$ cat config.mk
export PLATFORM = sky130hd
export DESIGN_NAME = pmc_power_mode_ctrl
export DESIGN_NICKNAME = d
export VERILOG_FILES = /design/src/design/pmc_pkg.sv /design/src/design/pmc_power_mode_ctrl.sv
export SDC_FILE = /design/constraint.sdc
export NUM_CORES = 1
export LEC_CHECK = 0
export ABC_AREA = 1
export BUFFER_PORTS_ARGS = -buffer_cell sky130_fd_sc_hd__buf_2
export CORE_MARGIN = 8
export CORE_UTILIZATION = 53
export CTS_BUF_LIST = sky130_fd_sc_hd__clkbuf_4
export DETAILED_ROUTE_END_ITERATION = 8
export GPL_ROUTABILITY_DRIVEN = 1
export PLACE_DENSITY = 0.9
export SYNTH_ARGS = -nofsm -noshare
export SYNTH_HDL_FRONTEND = slang
export SYNTH_SLANG_ARGS = --single-unit
export TNS_END_PERCENT = 5
$ cat constraint.sdc
create_clock -name clk_sys_in -period 3.1 [get_ports clk_sys_in]
set_input_delay 0.155 -clock clk_sys_in [delete_from_list [all_inputs] [get_ports clk_sys_in]]
set_output_delay 0.155 -clock clk_sys_in [all_outputs]
set_load 0.02 [all_outputs]
$ cat src/design/pmc_pkg.sv
package pmc_pkg;
  // ********************************************
  // Register map
  // ********************************************
  localparam logic [15:0] PMC_CTRL1_IDX   = 16'hfff0;       // Index of power_mode_control_1
  localparam logic [15:0] PMC_CTRL2_IDX   = 16'hfff1;       // Index of power_mode_control_2
  localparam logic [31:0] PMC_CTRL1_ADDR  = {14'h0000, PMC_CTRL1_IDX, 2'b00};
  localparam logic [31:0] PMC_CTRL2_ADDR  = {14'h0000, PMC_CTRL2_IDX, 2'b00};
  localparam logic [7:0]  PMC_CTRL1_RST   = 8'h07;          // Value after reset
  localparam logic [7:0]  PMC_CTRL2_RST   = 8'he0;
  localparam logic [7:0]  PMC_CTRL1_FIXED = 8'h04;          // Bits that always read as one
  localparam logic [7:0]  PMC_CTRL2_FIXED = 8'he0;

  // ********************************************
  // Field positions
  // ********************************************
  localparam int PMC_DEEP_STOP_BIT = 7;                     // power_mode_control_1
  localparam int PMC_WAIT_SEL_LSB  = 4;
  localparam int PMC_LOW_CLK_BIT   = 3;
  localparam int PMC_MED_DIV_LSB   = 0;
  localparam int PMC_NOISE_BIT     = 4;                     // power_mode_control_2
  localparam int PMC_DIRECT_BIT    = 3;
  localparam int PMC_MED_SPEED_BIT = 2;
  localparam int PMC_SUB_DIV_LSB   = 0;

  // ********************************************
  // Timing and ratios
  // ********************************************
  localparam int          PMC_WAIT_STATES_MIN = 8192;       // Shortest settling wait, in states
  localparam int          PMC_CNT_W           = 18;         // Holds the longest wait
  localparam logic [7:0]  PMC_MED_DIV_MIN     = 8'd16;      // Oscillator divide for code 00
  localparam logic [3:0]  PMC_SUB_DIV_MAX     = 4'd8;       // Watch clock divide for code 00
  localparam logic [4:0]  PMC_NOISE_DIV_SLOW  = 5'd16;
  localparam logic [4:0]  PMC_NOISE_DIV_FAST  = 5'd4;

  // ********************************************
  // Operating modes, Gray coded along the usual path
  // ********************************************
  typedef enum logic [3:0] {
    PMC_ACT_HS   = 4'h0,
    PMC_SLEEP_HS = 4'h1,
    PMC_SLEEP_MS = 4'h3,
    PMC_ACT_MS   = 4'h2,
    PMC_STANDBY  = 4'h6,
    PMC_SETTLE   = 4'h7,
    PMC_WATCH    = 4'h5,
    PMC_SUBACT   = 4'h4,
    PMC_SUBSLEEP = 4'hc
  } pmc_mode_t;
endpackage : pmc_pkg

$ cat src/design/pmc_power_mode_ctrl.sv
`timescale 1ns/1ns
// How it works
// [RULE1] Control one resets 0x07, bit2 fixed one
// [RULE2] Deep stop clear: halt gives sleep/subsleep
// [RULE3] Deep stop set: halt gives standby/watch
// [RULE4] Wait code picks settling states on wake
// [RULE5] Software picks wait of ten ms or more
// [RULE6] Low clock picks system or subclock after watch
// [RULE7] Medium divider gives osc over 16..128
// [RULE8] Software changes medium divider only when safe
// [RULE9] Control two resets 0xE0, top bits fixed
// [RULE10] Noise bit picks osc over 16 or 4
// [RULE11] Software keeps noise bit clear 2-10 MHz
// [RULE12] Direct switch clear: halt enters low power
// [RULE13] Direct switch from high speed
// [RULE14] Direct switch from medium speed
// [RULE15] Direct switch from subactive to active
// [RULE16] Medium speed bit picks speed after wake
// [RULE17] Subclock divider gives watch clock over 8,4,2
// [RULE18] Subclock divider frozen during subactive
// [RULE19] Standby holds ports in high impedance
// [RULE20] Standby and watch ignore external interrupts
// [RULE21] Watch timer runs in sub modes if selected
// [RULE22] Deep stop halt: standby or watch by timekeeper
// [RULE23] Clock held until settling count ends
// [RULE24] Halt samples registers, drives encoded mode
module pmc_power_mode_ctrl
  import pmc_pkg::*;
#(
  parameter int WAIT_BASE_STATES = PMC_WAIT_STATES_MIN      // Shortest settling wait in cycles
) (
  input  wire logic        clk_sys_in,                      // System clock, 10 MHz
  input  wire logic        nrst_in,                         // Asynchronous reset, active low
  input  wire logic        hsel_in,                         // AHB slave select
  input  wire logic [31:0] haddr_in,                        // AHB byte address
  input  wire logic [1:0]  htrans_in,                       // AHB transfer type
  input  wire logic        hwrite_in,                       // AHB write strobe
  input  wire logic [2:0]  hsize_in,                        // AHB size, word only
  input  wire logic        hready_in,                       // AHB bus ready
  input  wire logic [31:0] hwdata_in,                       // AHB write data
  output logic      [31:0] hrdata_out,                      // AHB read data
  output logic             hreadyout_out,                   // AHB slave ready
  output logic             hresp_out,                       // AHB response, always OKAY
  input  wire logic        halt_in,                         // CPU halt instruction, one cycle
  input  wire logic        wake_in,                         // Accepted wake interrupt, one cycle
  input  wire logic        timekeeper_select_in,            // Timekeeping time base selected
  output logic      [3:0]  mode_out,                        // Encoded operating mode
  output logic             cpu_on_subclock_out,             // CPU runs on subclock
  output logic             cpu_clk_hold_out,                // Chip clock withheld
  output logic             exc_start_out,                   // Start interrupt handling, pulse
  output logic      [7:0]  med_div_ratio_out,               // Oscillator divide, medium speed
  output logic      [3:0]  sub_div_ratio_out,               // Watch clock divide, subactive
  output logic      [4:0]  noise_div_ratio_out,             // Watch clock sample divide
  output logic             port_hiz_out,                    // Port outputs high impedance
  output logic             ext_irq_ignore_out,              // External interrupt lines ignored
  output logic             watch_timer_run_out              // Watch timer allowed to run
);

  // ********************************************
  // Helper functions
  // ********************************************
  // Settling length minus one; codes with the top bit set all give the longest wait
  function automatic logic [PMC_CNT_W-1:0] wait_load(input logic [2:0] code);
    logic [2:0] sh;
    sh = code[2] ? 3'd4 : code;
    return PMC_CNT_W'((WAIT_BASE_STATES << sh) - 1);        // see [RULE4]
  endfunction : wait_load

  // Mode after a halt instruction, from the register values of that cycle
  function automatic pmc_mode_t halt_target(input pmc_mode_t cur, input logic [7:0] r1,
                                            input logic [7:0] r2, input logic tk);
    logic ds;
    logic lc;
    logic ms;
    logic dt;
    pmc_mode_t low;
    ds = r1[PMC_DEEP_STOP_BIT];
    lc = r1[PMC_LOW_CLK_BIT];
    ms = r2[PMC_MED_SPEED_BIT];
    dt = r2[PMC_DIRECT_BIT];
    low = cur;
    if (cur == PMC_SUBACT) begin
      low = ds ? PMC_WATCH : PMC_SUBSLEEP;                  // see [RULE2] see [RULE3] see [RULE12]
      if (dt && ds && tk && !lc) begin
        low = ms ? PMC_ACT_MS : PMC_ACT_HS;                 // see [RULE15]
      end
    end else if (cur == PMC_ACT_HS || cur == PMC_ACT_MS) begin
      if (ds) begin
        low = tk ? PMC_WATCH : PMC_STANDBY;                 // see [RULE3] see [RULE22]
      end else begin
        low = ms ? PMC_SLEEP_MS : PMC_SLEEP_HS;             // see [RULE2] see [RULE16]
      end
      if (dt && ds && tk && lc) begin
        low = PMC_SUBACT;                                   // see [RULE13] see [RULE14]
      end else if (dt && !ds && !lc && cur == PMC_ACT_HS && ms) begin
        low = PMC_ACT_MS;                                   // see [RULE13]
      end else if (dt && !ds && !lc && cur == PMC_ACT_MS && !ms) begin
        low = PMC_ACT_HS;                                   // see [RULE14]
      end
    end
    return low;
  endfunction : halt_target

  // ********************************************
  // State
  // ********************************************
  logic [7:0]           ctrl1_reg;
  logic [7:0]           ctrl1_next;
  logic [7:0]           ctrl2_reg;
  logic [7:0]           ctrl2_next;
  logic                 wr_pend_reg;
  logic                 wr_sel1_reg;
  logic                 wr_sel2_reg;
  logic [31:0]          hrdata_reg;
  pmc_mode_t            mode_reg;
  pmc_mode_t            mode_next;
  logic [PMC_CNT_W-1:0] cnt_reg;
  logic [PMC_CNT_W-1:0] cnt_next;
  logic                 settle_ms_reg;
  logic                 settle_ms_next;
  logic                 exc_next;

  // ********************************************
  // Bus decode
  // ********************************************
  // Zero wait states; the slave takes every address phase offered to it
  wire        addr_phase = hsel_in & htrans_in[1] & hready_in;
  wire        hit1       = haddr_in == PMC_CTRL1_ADDR;
  wire        hit2       = haddr_in == PMC_CTRL2_ADDR;
  wire        rd_take    = addr_phase & ~hwrite_in;
  wire        wr_take    = addr_phase & hwrite_in;
  wire [7:0]  wbyte      = hwdata_in[7:0];
  wire        in_subact  = mode_reg == PMC_SUBACT;

  // Fixed bits forced on every write; subclock divider held while subactive
  wire [7:0]  w1_val     = wbyte | PMC_CTRL1_FIXED;         // see [RULE1]
  wire [7:0]  w2_raw     = wbyte | PMC_CTRL2_FIXED;         // see [RULE9]
  wire [7:0]  w2_val     = in_subact ? {w2_raw[7:2], ctrl2_reg[1:0]} : w2_raw;  // see [RULE18]
  assign ctrl1_next = (wr_pend_reg && wr_sel1_reg) ? w1_val : ctrl1_reg;
  assign ctrl2_next = (wr_pend_reg && wr_sel2_reg) ? w2_val : ctrl2_reg;

  // Read data uses next values so a write just before a read is seen
  wire [31:0] rd_val     = hit1 ? {24'h000000, ctrl1_next} :
                           hit2 ? {24'h000000, ctrl2_next} : 32'h00000000;

  // ********************************************
  // Bus registers
  // ********************************************
  // Address phase captured for the data phase that follows
  always_ff @(posedge clk_sys_in or negedge nrst_in) begin
    if (!nrst_in) begin
      wr_pend_reg <= 1'b0;
      wr_sel1_reg <= 1'b0;
      wr_sel2_reg <= 1'b0;
      hrdata_reg  <= 32'h00000000;
    end else begin
      wr_pend_reg <= wr_take;
      wr_sel1_reg <= wr_take & hit1;
      wr_sel2_reg <= wr_take & hit2;
      if (rd_take) begin
        hrdata_reg <= rd_val;
      end
    end
  end

  // Control registers
  always_ff @(posedge clk_sys_in or negedge nrst_in) begin
    if (!nrst_in) begin
      ctrl1_reg <= PMC_CTRL1_RST;                           // see [RULE1]
      ctrl2_reg <= PMC_CTRL2_RST;                           // see [RULE9]
    end else begin
      ctrl1_reg <= ctrl1_next;
      ctrl2_reg <= ctrl2_next;
    end
  end

  // ********************************************
  // Mode sequencer
  // ********************************************
  wire ms_now = ctrl2_reg[PMC_MED_SPEED_BIT];
  wire lc_now = ctrl1_reg[PMC_LOW_CLK_BIT];

  // Halt is only honoured while the CPU executes; wakes only in halted modes
  always_comb begin
    mode_next      = mode_reg;
    cnt_next       = cnt_reg;
    settle_ms_next = settle_ms_reg;
    exc_next       = 1'b0;
    unique case (mode_reg)
      PMC_ACT_HS, PMC_ACT_MS, PMC_SUBACT: begin
        if (halt_in) begin
          mode_next = halt_target(mode_reg, ctrl1_reg, ctrl2_reg, timekeeper_select_in);  // see [RULE24]
        end
      end
      PMC_SLEEP_HS: begin
        if (wake_in) begin
          mode_next = PMC_ACT_HS;
          exc_next  = 1'b1;
        end
      end
      PMC_SLEEP_MS: begin
        if (wake_in) begin
          mode_next = PMC_ACT_MS;
          exc_next  = 1'b1;
        end
      end
      PMC_SUBSLEEP: begin
        if (wake_in) begin
          mode_next = PMC_SUBACT;
          exc_next  = 1'b1;
        end
      end
      PMC_STANDBY, PMC_WATCH: begin
        if (wake_in && mode_reg == PMC_WATCH && lc_now) begin
          mode_next = PMC_SUBACT;                           // see [RULE6]
          exc_next  = 1'b1;
        end else if (wake_in) begin
          mode_next      = PMC_SETTLE;                      // see [RULE6]
          cnt_next       = wait_load(ctrl1_reg[PMC_WAIT_SEL_LSB +: 3]);  // see [RULE4]
          settle_ms_next = ms_now;                          // see [RULE16]
        end
      end
      PMC_SETTLE: begin
        if (cnt_reg == '0) begin
          mode_next = settle_ms_reg ? PMC_ACT_MS : PMC_ACT_HS;  // see [RULE23]
          exc_next  = 1'b1;
        end else begin
          cnt_next = cnt_reg - 1'b1;
        end
      end
      default: begin
        mode_next = PMC_ACT_HS;                             // Illegal code recovers to reset mode
      end
    endcase
  end

  // Sequencer registers
  always_ff @(posedge clk_sys_in or negedge nrst_in) begin
    if (!nrst_in) begin
      mode_reg      <= PMC_ACT_HS;
      cnt_reg       <= '0;
      settle_ms_reg <= 1'b0;
    end else begin
      mode_reg      <= mode_next;
      cnt_reg       <= cnt_next;
      settle_ms_reg <= settle_ms_next;
    end
  end

  // ********************************************
  // Output decode
  // ********************************************
  wire       nx_sub_fam = mode_next == PMC_WATCH || mode_next == PMC_SUBACT || mode_next == PMC_SUBSLEEP;
  wire       nx_hold    = mode_next == PMC_STANDBY || mode_next == PMC_WATCH || mode_next == PMC_SETTLE;
  wire       nx_hiz     = mode_next == PMC_STANDBY;             // see [RULE19]
  wire       nx_irq_ign = mode_next == PMC_STANDBY || mode_next == PMC_WATCH;  // see [RULE20]
  wire       nx_sub_clk = mode_next == PMC_SUBACT || mode_next == PMC_SUBSLEEP;  // see [RULE6]
  wire       nx_wt_run  = nx_sub_fam ? timekeeper_select_in : 1'b1;  // see [RULE21]
  wire [7:0] nx_med_div = PMC_MED_DIV_MIN << ctrl1_next[PMC_MED_DIV_LSB +: 2];  // see [RULE7]
  wire [3:0] nx_sub_div = ctrl2_next[PMC_SUB_DIV_LSB + 1] ? (PMC_SUB_DIV_MAX >> 2) :
                          (PMC_SUB_DIV_MAX >> ctrl2_next[PMC_SUB_DIV_LSB]);  // see [RULE17]
  wire [4:0] nx_noise   = ctrl2_next[PMC_NOISE_BIT] ? PMC_NOISE_DIV_FAST : PMC_NOISE_DIV_SLOW;  // see [RULE10]

  // Each decoded output comes from a flop loaded with the value for the next cycle
  always_ff @(posedge clk_sys_in or negedge nrst_in) begin
    if (!nrst_in) begin
      cpu_on_subclock_out <= 1'b0;
      cpu_clk_hold_out    <= 1'b0;
      exc_start_out       <= 1'b0;
      med_div_ratio_out   <= 8'h80;
      sub_div_ratio_out   <= PMC_SUB_DIV_MAX;
      noise_div_ratio_out <= PMC_NOISE_DIV_SLOW;
      port_hiz_out        <= 1'b0;
      ext_irq_ignore_out  <= 1'b0;
      watch_timer_run_out <= 1'b1;
    end else begin
      cpu_on_subclock_out <= nx_sub_clk;
      cpu_clk_hold_out    <= nx_hold;                       // see [RULE23]
      exc_start_out       <= exc_next;
      med_div_ratio_out   <= nx_med_div;
      sub_div_ratio_out   <= nx_sub_div;
      noise_div_ratio_out <= nx_noise;
      port_hiz_out        <= nx_hiz;
      ext_irq_ignore_out  <= nx_irq_ign;
      watch_timer_run_out <= nx_wt_run;
    end
  end

  assign mode_out      = mode_reg;                          // see [RULE24]
  assign hrdata_out    = hrdata_reg;
  assign hreadyout_out = 1'b1;
  assign hresp_out     = 1'b0;

endmodule : pmc_power_mode_ctrl

Word-level counts from Yosys, hierarchy flattened
Index checks and enable logic that the tools add are counted.

word-level totals
  bits in registers = 97
  word-level logic and storage cells = 117
  bits of input ports = 77
  output and inout bits = 61

operators by class
  equal/unequal tests = 18
  $add $sub $neg = 2
  shift operators = 3
  mux-type cells = 37
  reduce and logical (&&, ||, !) cells = 31
  bitwise logic cells = 8

operators by type and width
  cell                     count
  $eq A32 B18 Y1 const B   2
  $mux W4                  15
  $mux W18                 3
  $pmux W18 S2             1
  $eq A4 B3 Y1 const B     8
  $mux W8                  4
  $pmux W4 S6              1
  $logic_not A18 Y1        1
  $shl A14 B3 Y18 const A  1
  $sub A18 B1 Y18 const B  1
  $sub A18 B2 Y18 const B  1
  $logic_and A1 B1 Y1      14
  $mux W2                  5
  $eq A4 B2 Y1 const B     2
  $eq A4 B4 Y1 const B     2
  $shl A5 B2 Y8 const A    1
  $and A1 B1 Y1            6
  $logic_or A1 B1 Y1       6
  $mux W3                  2
  $ne A2 B2 Y1 const B     3
  $reduce_or A3 Y1         2
  $mux W5                  1
  $eq A4 B1 Y1 const B     1
  $logic_not A4 Y1         1
  9 further kinds          15

Logic depth before layout (Yosys ltp)
  depth in word-level cells = 16
  gate-level depth with buffers = 13
  gate-level depth less buffers = 13

Worst setup path after synthesis
OpenSTA, ideal clock, no wires.

  path type = reg2reg
  from = register cnt_reg[0]
  to = register cnt_reg[3]
  cell stages (with the launch flop) = 13
  data arrival time = 1.577 ns
  library setup time = 0.129 ns
  clock period less this slack = 1.706 ns
  setup slack = 1.394 ns
  data required time = 2.971 ns
  path buffers = 1
  cell sequence = dfrtp_1 > inv_1 > ha_1 > nand2_2 > nor2_4 > nand3_2 > nor2_2 > nor2_2 > nand2_2 > inv_2 > buf_6 > nand3_2 > nand3_1

on the way
  word-level cells in the longest chain between the ends = 3
  elaborated cells between the ends (all ways) = 6
  those cells by class = add/sub (1); eq/ne (1); mux (2); reduce/logical (2)

ends and longest elaborated chain
  element                                                      RTL line                                                source
  start: declaration                                           pmc_power_mode_ctrl.sv:117                              logic [PMC_CNT_W-1:0] cnt_reg;
  start signal: assignment                                     pmc_power_mode_ctrl.sv:245                              cnt_reg <= cnt_next;
  $sub A18 B1 Y18 / $logic_not A18 Y1 (equally long branches)  pmc_power_mode_ctrl.sv:228, pmc_power_mode_ctrl.sv:224
  $mux W18 / $ne A2 B2 Y1 (equally long branches)              n/a
  $pmux W18 S2 / $reduce_and A4 Y1 (equally long branches)     n/a

Several ways; a longest one is shown, not always the timed one. The select of a mux whose other input is x is not followed.
A chain may end at the register's enable or synchronous reset.

Worst setup path after layout
  from = register cnt_reg[0]
  to = register cnt_reg[0]

The elaborated chain is that of the path after synthesis.

==> out/qor.yml <==
io_pins: 138
synth_mux_area_share_pct: 0.596
htreeDepth: 3
holdBufCountCts: 4
crit_arrival_ns: 2.55
fin_crit_ns: 2.26
seqPwrFrac_pct: 38.7
antenna_found_initial: 1
hold_class: "in -> reg"
root_buffer: "clkbuf_4"
pwr-share-comb_pct: 42.6
io_buffer_count: 75
skew_ns: 0.0124
synth-simple-area-share_pct: 32.0
worstMarginPinSlew_ns: 0.952
slew-limit-headroom_pct: 36.5
status: "completed"
crit_fanout: 24
ys_types: 34
busiest_layer: "met2"
fin_crit_sh_pct: 72.8
cap_violations: 0
syn2layout_area_growth_pct: 12.9
setup_ws_ns: 0.844
clock_latency_ns: 0.41
seq_area_um2: 1590
synth_compound_area_share_pct: 7.78
yosysMostFrequentCell: "nand2_1"
grt_pass1_vias: 3613
path_class: "reg -> reg"
grt_usage_pct: 18.5
leakage_nw: 2.30
largest_register_ffs: 18
clock_power_share_pct: 18.7
die_x_um: 100
maxSlewViolCount: 0
switching_power_w: 0.00132
synth_seq_cells: 63
avgSynthCellArea_um2: 7.36
max_freq_mhz: 443
nFillCells: 624
synth_edf_count: 0
grtUsageMet2_pct: 33.2
met3_usage_pct: 4.15
timing.setup.tns_ns: 0
overflow: 0
cts_setup_buffers: 0
drtIter0Drc: 136
cts_buffers: 9
setup_viol: 0
start_util_pct: 55.3
syn_inst: 513
clkSlewWorstSetupHoldPaths_ns: 0.11
total_power_w: 0.00297
synth_fa_ha_area_share_pct: 0.331
pwr_density_cell_nw_per_um2: 698
final_nets: 671
grt_first_pass_wirelength_mm: 15.2
end_kind: "flop"
start_kind: "flop"
synth_area_leaders: "dfrtp_1 (35%), nand2_1 (13%), buf_4 (7.8%)"
drt-total-wl_mm: 8.90
post_cts_resize_count: 0
swShare_pct: 44.4
ys_seq_area_share_pct: 42.1
clockBufferDepth: 2
die_area_um2: 10100
yosys.area.top_type: "dfrtp_1"
cp.required_ns: 3.39
grt_max_degree: 45
drt-pass1-iter-count: 5
synth_warnings: 0
multiInputGateArea_um2: 1750
postRouteAntennaNets: 0
viasPerCell: 4.90
hold_viol: 0
gp_congestion: 0.908
use_met1_pct: 20.0
synth_ff_type: "dfrtp_1"
hpwlAfterDp_mm: 6.96
ir_worst_vdd_v: 0.000253
intPower_w: 0.00166
core_um2: 6830
postSynth.asyncResetShare_pct: 100
dp_slack_ns: 0.861
synth_xor_area_share_pct: 2.32
synth_top_family_by_area: "simple AND/OR/NAND/NOR gates"
die_h_um: 100
synth_common_cells: "nand2_1 (128), nor2_1 (71), inv_1 (58)"
drc: 0
cts_tree: "yes"
dr_total_vias: 3406
wire_per_inst_um: 12.8
drive_above_1_share_pct: 22.2
synth_area_um2: 3780
synthDominantCellAreaShare_pct: 35.1
fp-row-count: 30
rsz0062_at_grt: "no"
cts_num_sinks: 63
==> path summary, 6_finish.rpt <==
kind / slack (ns) / from / to / depth (start not counted)
worst max-delay path: 0.84 / cnt_reg[0] / cnt_reg[0] / 11
worst min-delay path: 0.02 / wake_in / exc_start_out / 3
worst max register to register: 0.84 / cnt_reg[0] / cnt_reg[0] / 11
worst min register to register: 0.48 / ctrl1_reg[2] / ctrl1_reg[2] / 2
max in group asynchronous: 1.85 / nrst_in / ext_irq_ignore_out / 3
min in group asynchronous: 0.43 / nrst_in / med_div_ratio_out[5] / 2
==> metal layers <==
layer,share of wire (%),vias to the layer above
li1,-,1710
met3,7.1,14
met1,40,1546
met2,51,136
met4,2.0,0
met5,0,-
==> area by class of cell <==
| class | count | share of cell area (%) |
|---|---|---|
| antenna | 1 | 0.0587 |
| timing repair buffer | 80 | 9.92 |
| sequential | 63 | 37.3 |
| multi-input combinational | 376 | 41.1 |
| clock inverter | 6 | 1.44 |
| tap | 96 | 2.82 |
| inverter | 63 | 5.60 |
| clock buffer | 10 | 1.76 |
==> logic make-up (layout without fill, tap and decap cells) <==
group	after synthesis	in the layout
and+or+nand+nor	277	277
buffers and inverters	106	159
DFF	63	63
AOI/OAI and AO/OA	52	52
xor gates and xnor gates	10	10
other	2	35
muxes	2	2
adders and majority gates	1	1
==> power groups by stage <==
| stage | registers, W | logic [W] | clock network, W |
|---|---|---|---|
| after floorplan | 0.00119 | 0.000975 | 0 |
| after global placement | 0.00116 | 0.00121 | 0 |
| after detailed placement | 0.00117 | 0.00125 | 0 |
| after CTS | 0.00115 | 0.00126 | 0.000562 |
| after global routing | 0.00118 | 0.00145 | 0.000598 |
| final | 0.00115 | 0.00127 | 0.000556 |
==> metrics by stage <==
stage          instance area [um2]  std cells  utilization, %  hold WS (ns)
3_5_place_dp                  4090        674            59.8         0.346
5_1_grt                       4260        695            62.4       0.00982
6_report                      4260        695            62.4        0.0183
3_3_place_gp                  4090        674            59.8         0.342
2_1_floorplan                 3900        545               -        -0.141
4_1_cts                       4260        694            62.4       0.00337
==> critical path: stages (launching register included) <==
cell,delay [ns]
dfrtp_1,0.37
inv_1,0.17
ha_1,0.28
nand2_2,0.12
nor2_4,0.15
nand3_2,0.12
nor2_2,0.12
nor2_2,0.05
nand2_2,0.30
inv_2,0.23
o21ai_0,0.15
o21ai_2,0.07
==> cell usage in the layout (no fill, tap or decap), types with 3 or more instances in the layout <==
master         count
dfstp_2           10
dlygate4sd3_1      4
nand2_1          128
nand3_1           42
xnor2_1            4
clkinvlp_4         3
o21ai_0           28
inv_1             58
buf_2             75
nor2_2             5
a21oi_1           13
clkbuf_4          10
nor2_1            71
xor2_1             6
conb_1            34
nand2_2            4
inv_2              4
nand4_1            5
dfrtp_1           53
nor4_1             3
o21ai_2            7
nor3_1             9
Note: power is estimated with default switching activity, not from simulation.
